===== config.mk =====
export PLATFORM = sky130hd
export DESIGN_NAME = sptc_core
export DESIGN_NICKNAME = d
export VERILOG_FILES = /design/src/design/sptc_pkg.sv /design/src/design/sptc_core.sv
export SDC_FILE = /design/constraint.sdc
export NUM_CORES = 1
export LEC_CHECK = 0
export BUFFER_PORTS_ARGS = -buffer_cell sky130_fd_sc_hd__buf_2
export CAP_MARGIN = 15
export CORE_MARGIN = 4
export CORE_UTILIZATION = 45
export CTS_CLUSTER_DIAMETER = 80
export DETAILED_ROUTE_END_ITERATION = 8
export GPL_TIMING_DRIVEN = 0
export SYNTH_ARGS = -nofsm -noshare
export SYNTH_HDL_FRONTEND = slang
export SYNTH_SLANG_ARGS = --single-unit

===== constraint.sdc =====
create_clock -name clk -period 3.51 [get_ports clk]
set_clock_uncertainty 0.05 [all_clocks]
set_input_delay 0.702 -clock clk [delete_from_list [all_inputs] [get_ports clk]]
set_output_delay 0.702 -clock clk [all_outputs]
set_load 0.02 [all_outputs]

===== src/design/sptc_pkg.sv =====
// sptc_pkg: constants for the serial programming command interpreter
// assumes: gear clock drives the block, latencies counted in its cycles
`default_nettype none
package sptc_pkg;
  // ****************************************
  // command and sync codes
  // ****************************************
  localparam logic [7:0] SYNC_A     = 8'h86;
  localparam logic [7:0] SYNC_B     = 8'h79;
  localparam logic [7:0] CMD_WRITE  = 8'h30;
  localparam logic [7:0] CMD_READ   = 8'h40;
  localparam logic [7:0] CMD_SUM    = 8'h90;
  localparam logic [7:0] CMD_ID     = 8'hc0;
  localparam logic [7:0] CMD_STAT   = 8'hc3;
  localparam logic [7:0] CMD_EMUL   = 8'hd0;
  localparam logic [7:0] CMD_ERASE  = 8'hf0;
  localparam logic [7:0] CMD_SECURE = 8'h70;
  localparam logic [7:0] CMD_RSUM   = 8'h60;
  // ****************************************
  // latencies in gear-clock cycles
  // ****************************************
  localparam int LAT_SYNC_A  = 660;
  localparam int LAT_SYNC_B  = 540;
  localparam int LAT_CMD     = 300;
  localparam int LAT_FSUM    = 1493340;
  localparam int LAT_RSUM    = 160;
  localparam int LAT_WR      = 200;
  localparam int LAT_RD      = 430;
  localparam int LAT_EMUL    = 420;
  localparam int LAT_SEC     = 1080;
  localparam int CNT_W       = 21;
  // ****************************************
  // states
  // ****************************************
  typedef enum logic [2:0] {
    SPTC_IDLE = 3'h0,
    SPTC_WAIT = 3'h1,
    SPTC_SEND = 3'h3,
    SPTC_ARG  = 3'h2,
    SPTC_WORK = 3'h6
  } sptc_state_t;
endpackage : sptc_pkg
`default_nettype wire


===== src/design/sptc_core.sv =====
// sptc_core: command interpreter for serial programming mode
// assumes: a uart outside delivers received bytes and takes bytes to send
`timescale 1ns/10ps
`default_nettype none
// Function
// - echo 0x86 after 660 cycles
// - echo 0x79 after 540 cycles
// - echo operation command after 300 cycles
// - flash checksum takes 1493340 cycles
// - ram checksum takes 160 cycles
// - write record answer after 200 cycles
// - read data starts after 430 cycles
// - emulation data echo after 420 cycles
// - security enable takes 1080 cycles
// - 0x30 selects flash write
// - 0x40 selects flash read
// - 0x90 selects flash checksum
// - 0xc0 sends product id
// - 0xc3 sends flash status
// - 0xd0 selects emulation setting
// - 0xf0 selects flash erase
module sptc_core #(
  parameter int FSUM_CYCLES = sptc_pkg::LAT_FSUM,
  parameter logic [7:0] PROD_ID = 8'h5a  // arbitrary identification value
) (
  input  wire logic       clk,
  input  wire logic       resetn,
  input  wire logic       ce,
  input  wire logic       rx_valid,
  input  wire logic [7:0] rx_data,
  input  wire logic       tx_ready,
  output logic            tx_valid,
  output logic [7:0]      tx_data,
  output logic [2:0]      op_sel,
  output logic            busy,
  output logic            secured
);
  // ****************************************
  // decode
  // ****************************************
  function automatic logic [2:0] op_code(input logic [7:0] b);
    case (b)
      sptc_pkg::CMD_WRITE: op_code = 3'h1;
      sptc_pkg::CMD_READ:  op_code = 3'h2;
      sptc_pkg::CMD_SUM:   op_code = 3'h3;
      sptc_pkg::CMD_ID:    op_code = 3'h4;
      sptc_pkg::CMD_STAT:  op_code = 3'h5;
      sptc_pkg::CMD_EMUL:  op_code = 3'h6;
      sptc_pkg::CMD_ERASE: op_code = 3'h7;
      default:             op_code = 3'h0;
    endcase
  endfunction : op_code

  // ram checksum and security enable also take one argument byte
  function automatic logic [1:0] ext_code(input logic [7:0] b);
    case (b)
      sptc_pkg::CMD_RSUM:   ext_code = 2'h1;
      sptc_pkg::CMD_SECURE: ext_code = 2'h2;
      default:              ext_code = 2'h0;
    endcase
  endfunction : ext_code

  sptc_pkg::sptc_state_t state;
  sptc_pkg::sptc_state_t next_state;
  logic [sptc_pkg::CNT_W-1:0] cnt;
  logic [sptc_pkg::CNT_W-1:0] next_cnt;
  logic [7:0]                 pend;
  logic [7:0]                 next_pend;
  logic [1:0]                 sync_seen;
  logic [2:0]                 next_op;
  logic                       next_secured;
  logic                       take;
  logic                       done;
  logic [2:0]                 rx_op;
  logic [1:0]                 ext_op;
  logic [1:0]                 next_ext;
  logic [1:0]                 rx_ext;

  assign take  = ce && rx_valid && (state == sptc_pkg::SPTC_IDLE || state == sptc_pkg::SPTC_ARG);
  assign rx_op = op_code(rx_data);
  assign rx_ext = ext_code(rx_data);
  assign done  = (cnt == '0);
  assign busy  = (state != sptc_pkg::SPTC_IDLE) && (state != sptc_pkg::SPTC_ARG);

  function automatic logic [sptc_pkg::CNT_W-1:0] lat(input int c);
    lat = sptc_pkg::CNT_W'(c - 1);
  endfunction : lat

  // ****************************************
  // next-state logic
  // ****************************************
  always_comb begin
    next_state   = state;
    next_cnt     = cnt;
    next_pend    = pend;
    next_op      = op_sel;
    next_secured = secured;
    next_ext     = ext_op;
    case (state)
      sptc_pkg::SPTC_IDLE: begin
        if (take) begin
          next_pend  = rx_data;
          next_state = sptc_pkg::SPTC_WAIT;
          next_ext   = 2'h0;
          if (sync_seen == 2'h0 && rx_data == sptc_pkg::SYNC_A) begin
            next_cnt = lat(sptc_pkg::LAT_SYNC_A);
          end else if (sync_seen == 2'h1 && rx_data == sptc_pkg::SYNC_B) begin
            next_cnt = lat(sptc_pkg::LAT_SYNC_B);
          end else begin
            next_cnt = lat(sptc_pkg::LAT_CMD);
            next_op  = rx_op;
            next_ext = rx_ext;
          end
        end
      end
      sptc_pkg::SPTC_WAIT, sptc_pkg::SPTC_WORK: begin
        if (ce) begin
          if (done) begin
            next_state = sptc_pkg::SPTC_SEND;
          end else begin
            next_cnt = cnt - 1'b1;
          end
        end
      end
      sptc_pkg::SPTC_SEND: begin
        if (ce && tx_ready) begin
          next_state = (op_sel == 3'h0 && ext_op == 2'h0) ? sptc_pkg::SPTC_IDLE : sptc_pkg::SPTC_ARG;
        end
      end
      sptc_pkg::SPTC_ARG: begin
        if (take) begin
          next_state = sptc_pkg::SPTC_WORK;
          next_op    = 3'h0;
          next_ext   = 2'h0;
          next_pend  = rx_data;
          if (ext_op == 2'h1) begin
            next_cnt  = lat(sptc_pkg::LAT_RSUM);
            next_pend = 8'h00;
          end else if (ext_op == 2'h2) begin
            next_cnt     = lat(sptc_pkg::LAT_SEC);
            next_pend    = 8'h00;
            next_secured = 1'b1;
          end else begin
            case (op_sel)
              3'h1: begin
                next_cnt  = lat(sptc_pkg::LAT_WR);
                next_pend = 8'h00;
              end
              3'h2: next_cnt = lat(sptc_pkg::LAT_RD);
              3'h3: begin
                next_cnt  = sptc_pkg::CNT_W'(FSUM_CYCLES - 1);
                next_pend = 8'h00;
              end
              3'h4: begin
                next_cnt  = lat(sptc_pkg::LAT_CMD);
                next_pend = PROD_ID;
              end
              3'h5: begin
                next_cnt  = lat(sptc_pkg::LAT_CMD);
                next_pend = {7'h00, secured};
              end
              3'h6: next_cnt = lat(sptc_pkg::LAT_EMUL);
              default: begin
                next_cnt     = lat(sptc_pkg::LAT_CMD);
                next_secured = 1'b0;
              end
            endcase
          end
        end
      end
      default: next_state = sptc_pkg::SPTC_IDLE;
    endcase
  end

  // ****************************************
  // state registers
  // ****************************************
  always_ff @(posedge clk or negedge resetn) begin
    if (!resetn) begin
      state   <= sptc_pkg::SPTC_IDLE;
      cnt     <= '0;
      pend    <= 8'h00;
      op_sel  <= 3'h0;
      secured <= 1'b0;
      ext_op  <= 2'h0;
    end else if (ce) begin
      state   <= next_state;
      cnt     <= next_cnt;
      pend    <= next_pend;
      op_sel  <= next_op;
      secured <= next_secured;
      ext_op  <= next_ext;
    end
  end

  always_ff @(posedge clk or negedge resetn) begin
    if (!resetn) begin
      sync_seen <= 2'h0;
    end else if (ce && take && state == sptc_pkg::SPTC_IDLE && sync_seen != 2'h2) begin
      sync_seen <= sync_seen + 2'h1;
    end
  end

  always_ff @(posedge clk or negedge resetn) begin
    if (!resetn) begin
      tx_data <= 8'h00;
    end else if (ce && next_state == sptc_pkg::SPTC_SEND && state != sptc_pkg::SPTC_SEND) begin
      tx_data <= pend;
    end
  end

  assign tx_valid = (state == sptc_pkg::SPTC_SEND);

  // ****************************************
  // checks
  // ****************************************
  // ****************************************
  // latency checks
  // ****************************************
  chk_sync_echo: assert property (@(posedge clk) disable iff (!resetn)
    (state == sptc_pkg::SPTC_IDLE && take && sync_seen == 2'h0 && rx_data == sptc_pkg::SYNC_A)
    |=> (!tx_valid) [*8])
    else $error("sync echo too early");

  chk_sync_b_delay: assert property (@(posedge clk) disable iff (!resetn)
    (take && state == sptc_pkg::SPTC_IDLE && sync_seen == 2'h1 && rx_data == sptc_pkg::SYNC_B)
    |=> cnt == sptc_pkg::CNT_W'(sptc_pkg::LAT_SYNC_B - 1))
    else $error("second sync latency wrong");

  chk_cmd_delay: assert property (@(posedge clk) disable iff (!resetn)
    (take && state == sptc_pkg::SPTC_IDLE && rx_op != 3'h0 && sync_seen == 2'h2)
    |=> cnt == sptc_pkg::CNT_W'(sptc_pkg::LAT_CMD - 1))
    else $error("command latency wrong");

  chk_write_delay: assert property (@(posedge clk) disable iff (!resetn)
    (take && state == sptc_pkg::SPTC_ARG && ext_op == 2'h0 && op_sel == 3'h1)
    |=> cnt == sptc_pkg::CNT_W'(sptc_pkg::LAT_WR - 1))
    else $error("write record latency wrong");

  chk_read_delay: assert property (@(posedge clk) disable iff (!resetn)
    (take && state == sptc_pkg::SPTC_ARG && ext_op == 2'h0 && op_sel == 3'h2)
    |=> cnt == sptc_pkg::CNT_W'(sptc_pkg::LAT_RD - 1))
    else $error("read latency wrong");

  chk_sum_delay: assert property (@(posedge clk) disable iff (!resetn)
    (take && state == sptc_pkg::SPTC_ARG && ext_op == 2'h0 && op_sel == 3'h3)
    |=> cnt == sptc_pkg::CNT_W'(FSUM_CYCLES - 1))
    else $error("flash checksum latency wrong");

  chk_emul_delay: assert property (@(posedge clk) disable iff (!resetn)
    (take && state == sptc_pkg::SPTC_ARG && op_sel == 3'h6)
    |=> cnt == sptc_pkg::CNT_W'(sptc_pkg::LAT_EMUL - 1))
    else $error("emulation latency wrong");

  chk_rsum_delay: assert property (@(posedge clk) disable iff (!resetn)
    (take && state == sptc_pkg::SPTC_ARG && ext_op == 2'h1)
    |=> cnt == sptc_pkg::CNT_W'(sptc_pkg::LAT_RSUM - 1))
    else $error("ram checksum latency wrong");

  chk_secure_set: assert property (@(posedge clk) disable iff (!resetn)
    (take && state == sptc_pkg::SPTC_ARG && ext_op == 2'h2)
    |=> (secured && cnt == sptc_pkg::CNT_W'(sptc_pkg::LAT_SEC - 1)))
    else $error("security enable wrong");

  // ****************************************
  // answer checks
  // ****************************************
  chk_decode_write: assert property (@(posedge clk) disable iff (!resetn)
    (take && state == sptc_pkg::SPTC_IDLE && sync_seen == 2'h2 && rx_data == sptc_pkg::CMD_WRITE)
    |=> op_sel == 3'h1)
    else $error("write command not decoded");

  chk_id_value: assert property (@(posedge clk) disable iff (!resetn)
    (take && state == sptc_pkg::SPTC_ARG && ext_op == 2'h0 && op_sel == 3'h4)
    |=> pend == PROD_ID)
    else $error("identification byte wrong");

  chk_status_value: assert property (@(posedge clk) disable iff (!resetn)
    (take && state == sptc_pkg::SPTC_ARG && ext_op == 2'h0 && op_sel == 3'h5)
    |=> pend == {7'h00, secured})
    else $error("status byte wrong");

  chk_busy_refuse: assert property (@(posedge clk) disable iff (!resetn)
    (busy && rx_valid) |=> $stable(pend))
    else $error("byte taken while busy");

  // ****************************************
  // handshake and clock-enable checks
  // ****************************************
  chk_tx_hold: assert property (@(posedge clk) disable iff (!resetn)
    (tx_valid && !tx_ready) |=> (tx_valid && $stable(tx_data)))
    else $error("tx dropped before ready");

  chk_freeze_hold: assert property (@(posedge clk) disable iff (!resetn)
    (!ce) |=> ($stable(state) && $stable(cnt) && $stable(tx_data)))
    else $error("state moved with clock enable low");
endmodule : sptc_core
`default_nettype wire


==> metrics.cfg, run 1 <==
[setup_path]
path_max_fanout=10
cp.required_ns=3.65
endpoint_kind=flop
cpPeakStageDelay_ns=0.67
cp.arrival_ns=3.27
critical-path-slowest-cell=a211oi_4
startpoint_type=flop
setup.worst_path.class=flop to flop
crit_chain=inv_1 > ha_1 > or4b_4 > nor4_4 > buf_6 > nand4_4 > a211oi_4 > mux2_4

[global_routing]
grt_usage_pct=21.83
grt_max_degree=49
antenna_found_initial=0
grt-ovfl-total=0
grt_pass1_vias=2585
grt_pass1_wl_mm=13.51

[placement]
io_buffers=24
gp_congestion=0.8890
place_hpwl_mm=5.744
place_inst=433

[clock_tree]
postCtsSetupRepairBufs=0
cts.sinks=48
clockBufferDepth=2
cts_buffers=5
clk_pin_slew_worst_paths_ns=0.09
cts_hold_buf=0
clk_latency_ns=0.30
h-tree-depth=2
cts_tree=built
cts_root_buffer=clkbuf_8
cts_resized=0

[floorplanning]
initial_core_util_pct=46.75
io_pins=27
core_area_sq_um=6386
fp-row-count=29
die-area_sq_um=8001
fp.dieW_um=89.45
fp.dieH_um=89.45

[timing]
relSlewSlack_pct=37.71
fin_tns_setup_ns=0
setup_viol=0
tightestPinTransition_ns=0.9258
finalCritPeriodShare_pct=89.33
rsz0062_at_grt=false
drv_slew=0
fmax_ghz=0.3189
finalHoldViolCount=0
period_minus_slack_ns=3.135

[synthesis]
ys.flop_type=dfrtp_1
synth.cell_area_sq_um=2985
yosysTopAreaCellShare_pct=40.23
postSynthAreaPerCell_sq_um=8.992
ys_types=59
ys_seq_area_share_pct=40.23
syn_nets=349
yosys_warnings=0
synth-seq-cells=48
synth_edf_count=0
synth_area_leaders=dfrtp_1 40%, o21ai_0 6.4%, nor2_1 4.1%, mux2_4 4.0%, nand2_1 3.1%
yosysTopAreaCell=dfrtp_1
synthesis.instances=332
async_flop_share_pct=100.0

[drt]
wl_met1_mm=4.011
wl_per_cell_um=18.10
dr.pass1.iters=4
ant_nets=0
highest_layer=met4
initialDrtViolationCount=140
met2_length_mm=3.622
dr_wl_met3_um=306
vias=2672
viasPerCell=6.045
postRouteWirelength_mm=7.999
drc_errors=0

[finish]
insertedDiodeCount=0
areaGrowthSynthToFinish_pct=11.53
final_cell_mix=48 x dfrtp_1, 38 x o21ai_0, 33 x nor2_1
final_util_pct=52.14
drive_above_1_share_pct=15.62
layout_commonest_cell=dfrtp_1
instances_no_fill=442
nets=381

[status]
run_status=complete, no violations

[power]
p_per_area_nw_per_um2=610.8
power_leakage_nw=1.401
irDropWorstVdd_mv=0.3354

[run]
maxCapViolations=0

[hold_path]
hold_path.class=input port to asynchronous set/reset pin

logic make-up after synthesis:
family | Yosys count | share of synthesized area [%]
DFF | 48 | 40.23
buffers and inverters | 29 | 3.898
and+or+nand+nor | 127 | 24.22
AOI/OAI and AO/OA | 108 | 23.39
xor gates and xnor gates | 4 | 1.174
muxes | 12 | 5.407
adders and majority gates | 4 | 1.677
power breakdown:
part / total (mW) / internal [mW] / switching, mW
Clock: 0.400 / 0.212 / 0.188
Combinational: 0.747 / 0.321 / 0.426
Sequential: 0.887 / 0.728 / 0.158
Total: 2.03 / 1.26 / 0.773
layout make-up:
type / instances / area (sq um)
clock buffer: 6 / 72.57
timing repair buffer: 25 / 140.1
fill: 601 / 3057
inverter: 9 / 33.78
sequential: 48 / 1201
buffer: 20 / 82.58
multi-input combinational: 255 / 1668
tap: 77 / 96.34
clock inverter: 2 / 35.03
synthesized netlist by cell type (4+ instances only):
master,number
ha_1,4
inv_1,9
or3_1,6
or2_2,4
nand2b_1,5
dfrtp_1,48
a21oi_1,18
nor4_1,5
nand3_1,8
nand2_1,25
a31oi_1,10
o31ai_1,4
a32oi_1,5
nor3_1,7
o22ai_1,4
mux2_4,8
nor2b_1,4
nor2_1,33
clkbuf_1,19
a22o_1,9
o21ai_0,38
flip-flops by register name, indices dropped and copies added, names as in the netlist:
name	count
pend	8
tx_data	8
op_sel	3
sync_seen	2
state	3
secured	1
cnt	21
ext_op	2
worst paths after layout:
kind,from,slack (ns),endpoint,depth (start not counted)
worst max-delay path,cnt[0],0.37,tx_data[1],8
worst max register to register,cnt[0],0.37,tx_data[1],8
worst min-delay path,resetn,0.33,tx_data[7],1
worst min register to register,pend[6],0.44,pend[6],2
max in group asynchronous,resetn,2.54,cnt[8],2
min in group clk,pend[6],0.44,pend[6],2
worst max-delay path: cells and delay by family (launching register included):
family	cells	cell delay, ns
compound gates	1	0.67
fa+ha+maj	1	0.22
buf+inv	2	0.29
flops	1	0.42
mux	1	0.35
simple gates	3	1.02
through the flow:
step / hold WS [ns] / total power [mW] / setup WS, ns / area (sq um)
after floorplan: 0.3564 / 1.423 / 0.7494 / 2985
after global placement: 0.4209 / 1.629 / 0.3808 / 3202
after detailed placement: 0.4261 / 1.629 / 0.3892 / 3202
after CTS: 0.4470 / 2.037 / 0.3769 / 3309
after global routing: 0.3559 / 2.193 / 0.2395 / 3329
final: 0.3277 / 2.034 / 0.3747 / 3329
metal layers:
metal | up-vias | GRT usage [%]
met5 | - | 0
met4 | 0 | 3.924
met3 | 5 | 3.134
met2 | 51 | 33.42
met1 | 1309 | 33.03
li1 | 1307 | -
(Power assumes the default switching activity.)
==> inputs of run 2 (changes only) <==
Settings changed: BUFFER_PORTS_ARGS -buffer_cell sky130_fd_sc_hd__buf_2 to -buffer_cell sky130_fd_sc_hd__buf_4.
==> run 2 against run 1 <==
Critical path depth unchanged. Power fell by 3.1%. Maximum frequency shrank 1.4%. Wire length up 0.31%. Cell area grew 0.30%. Global-route usage fell by 0.49 points. Non-clock buffer count shrank 1. Die area unchanged. Final cell count down 0.45%. Sequential power is essentially flat. Flip-flop and latch count unchanged. Largest cell class unchanged. Largest power group unchanged.
==> metrics.cfg, run 2 (synthesis results as in run 1) <==
[power]
netSwitchingPower_uw=769.4  ; -0.45%
p_per_area_nw_per_um2=590.0  ; -3.4%
irDropWorstVdd_mv=0.3627  ; +8.1%
p_seq_share_pct=45.0  ; +1.4 points
p_comb_share_pct=38.6  ; +1.9 points
power_leakage_nw=1.387  ; -0.96%
p_sw_share_pct=39.05  ; +1.0 points
pwr-share-clk_pct=16.4  ; -3.3 points
intPower_mw=1.201  ; -4.7%

[floorplanning]
core_area_sq_um=6386  ; unchanged
fp.dieH_um=89.45  ; unchanged
fp-row-count=29  ; unchanged
io_pins=27  ; unchanged
fp.dieW_um=89.45  ; unchanged
die-area_sq_um=8001  ; unchanged
initial_core_util_pct=46.75  ; unchanged

[setup_path]
cp.required_ns=3.65  ; about the same
path_max_fanout=10  ; unchanged
setup.worst_path.class=flop to flop
critical-path-slowest-cell=a211oi_4
endpoint_kind=flop
cp.arrival_ns=3.32  ; +0.05 ns
cpPeakStageDelay_ns=0.66  ; about the same
r2r_setup_slack_ns=0.33  ; -0.04 ns
startpoint_type=flop
reg2reg_depth=8  ; unchanged
worstSetupEndpoint=tx_data[6]
r2r_end=tx_data[6]
r2r_start=cnt[0]
crit_chain=inv_1 > ha_1 > or4b_4 > nor4_4 > buf_6 > nand4_4 > a211oi_4 > mux2_4
crit_start=cnt[0]

[clock_tree]
cts_root_buffer=clkbuf_8
cts_buffers=5  ; unchanged
h-tree-depth=2  ; unchanged
cts_tree=built
postCtsSetupRepairBufs=0  ; unchanged
clockBufferDepth=2  ; unchanged
cts_resized=0  ; unchanged
clk_latency_ns=0.30  ; about the same
cts_hold_buf=0  ; unchanged
cts.sinks=48  ; unchanged
clk_pin_slew_worst_paths_ns=0.09  ; about the same

[status]
run_status=complete, no violations

[drt]
initialDrtViolationCount=172  ; +23%
wl_per_cell_um=18.24  ; +0.77%
postRouteWirelength_mm=8.024  ; +0.31%
viasPerCell=6.139  ; +1.5%
vias=2701  ; +1.1%
drc_errors=0  ; unchanged
ant_nets=0  ; unchanged
dr.pass1.iters=6  ; +2

[placement]
io_buffers=24  ; unchanged
gp_congestion=0.8874  ; -0.18%
place_hpwl_mm=5.681  ; -1.1%
place_ws_ns=0.3562  ; -0.03293 ns

[timing]
finalCritPeriodShare_pct=90.59  ; +1.3 points
relSlewSlack_pct=39.91  ; +2.2 points
fmax_ghz=0.3145  ; -1.4%
hold_slack_ns=0.3598  ; +0.03212 ns
setup_viol=0  ; unchanged
fin_tns_setup_ns=0  ; unchanged
period_minus_slack_ns=3.180  ; +0.04451 ns
tightestPinTransition_ns=0.8932  ; -0.03267 ns
fin_ws_ns=0.3302  ; -0.04451 ns
finalHoldViolCount=0  ; unchanged
drv_slew=0  ; unchanged
rsz0062_at_grt=false

[global_routing]
grt_pass1_vias=2599  ; +0.54%
grt_usage_pct=21.35  ; -0.49 points
antenna_found_initial=0  ; unchanged
grt_pass1_wl_mm=13.12  ; -2.9%
grt_max_degree=49  ; unchanged
grt-ovfl-total=0  ; unchanged

[finish]
drive_above_1_share_pct=15.15  ; -0.46 points
final_util_pct=52.29  ; +0.16 points
areaGrowthSynthToFinish_pct=11.86
largest_reg_flops=21  ; unchanged
insertedDiodeCount=0  ; unchanged
layout_commonest_cell=dfrtp_1
fill_cells=614  ; +2.2%
reg_top3=cnt x21, pend x8, tx_data x8
nets=380  ; -0.26%
final_cell_mix=48 x dfrtp_1, 38 x o21ai_0, 33 x nor2_1
largest-register=cnt

[run]
maxCapViolations=0  ; unchanged

[hold_path]
hold_path.class=input port to asynchronous set/reset pin

run 2: area by class of cell:
type / instances / area, sq um / area share [%]
buffer: 20 / 82.58 / 2.473
clock buffer: 6 / 72.57 / 2.173
clock inverter: 1 / 5.005 / 0.1499
inverter: 9 / 33.78 / 1.012
multi-input combinational: 255 / 1668 / 49.94
sequential: 48 / 1201 / 35.97
tap: 77 / 96.34 / 2.885
timing repair buffer: 24 / 180.2 / 5.395
run 2: power groups by stage:
| stage | logic [mW] | registers (mW) | clock network, mW |
|---|---|---|---|
| global route | 0.849 | 0.913 | 0.354 |
| global placement | 0.746 | 0.887 | 0 |
| detailed placement | 0.754 | 0.892 | 0 |
| floorplan | 0.539 | 0.884 | 0 |
| finish | 0.761 | 0.886 | 0.323 |
| CTS | 0.758 | 0.882 | 0.330 |
run 2: metrics by stage:
stage                     power, mW  instances  cell area (sq um)
after floorplan               1.423        332               2985
after global placement        1.633        433               3262
after detailed placement      1.646        433               3262
after CTS                     1.970        440               3339
after global routing          2.116        440               3339
final                         1.970        440               3339
run 2: worst max-delay path: cells and delay by family (launching register included):
| family | cells | cell delay (ns) |
|---|---|---|
| simple gates | 3 | 1.03 |
| fa+ha+maj | 1 | 0.24 |
| compound gates | 1 | 0.66 |
| flops | 1 | 0.43 |
| mux | 1 | 0.35 |
| buf+inv | 2 | 0.29 |
run 2: per-layer routing:
layer	up-vias	track usage [%]	wire [um]
met5	-	0	0
met4	0	7.307	122
met3	10	2.765	340
met2	65	31.55	3514
met1	1329	32.00	4047
li1	1297	-	-
run 2: how the worst min path moves through the flow:
stage,depth (start not counted),end,from
final,1,state[2],resetn
after detailed placement,2,pend[1],pend[1]
after global routing,1,state[2],resetn
after CTS,1,state[2],resetn
after global placement,2,pend[6],pend[6]
after floorplan,0,cnt[0],resetn
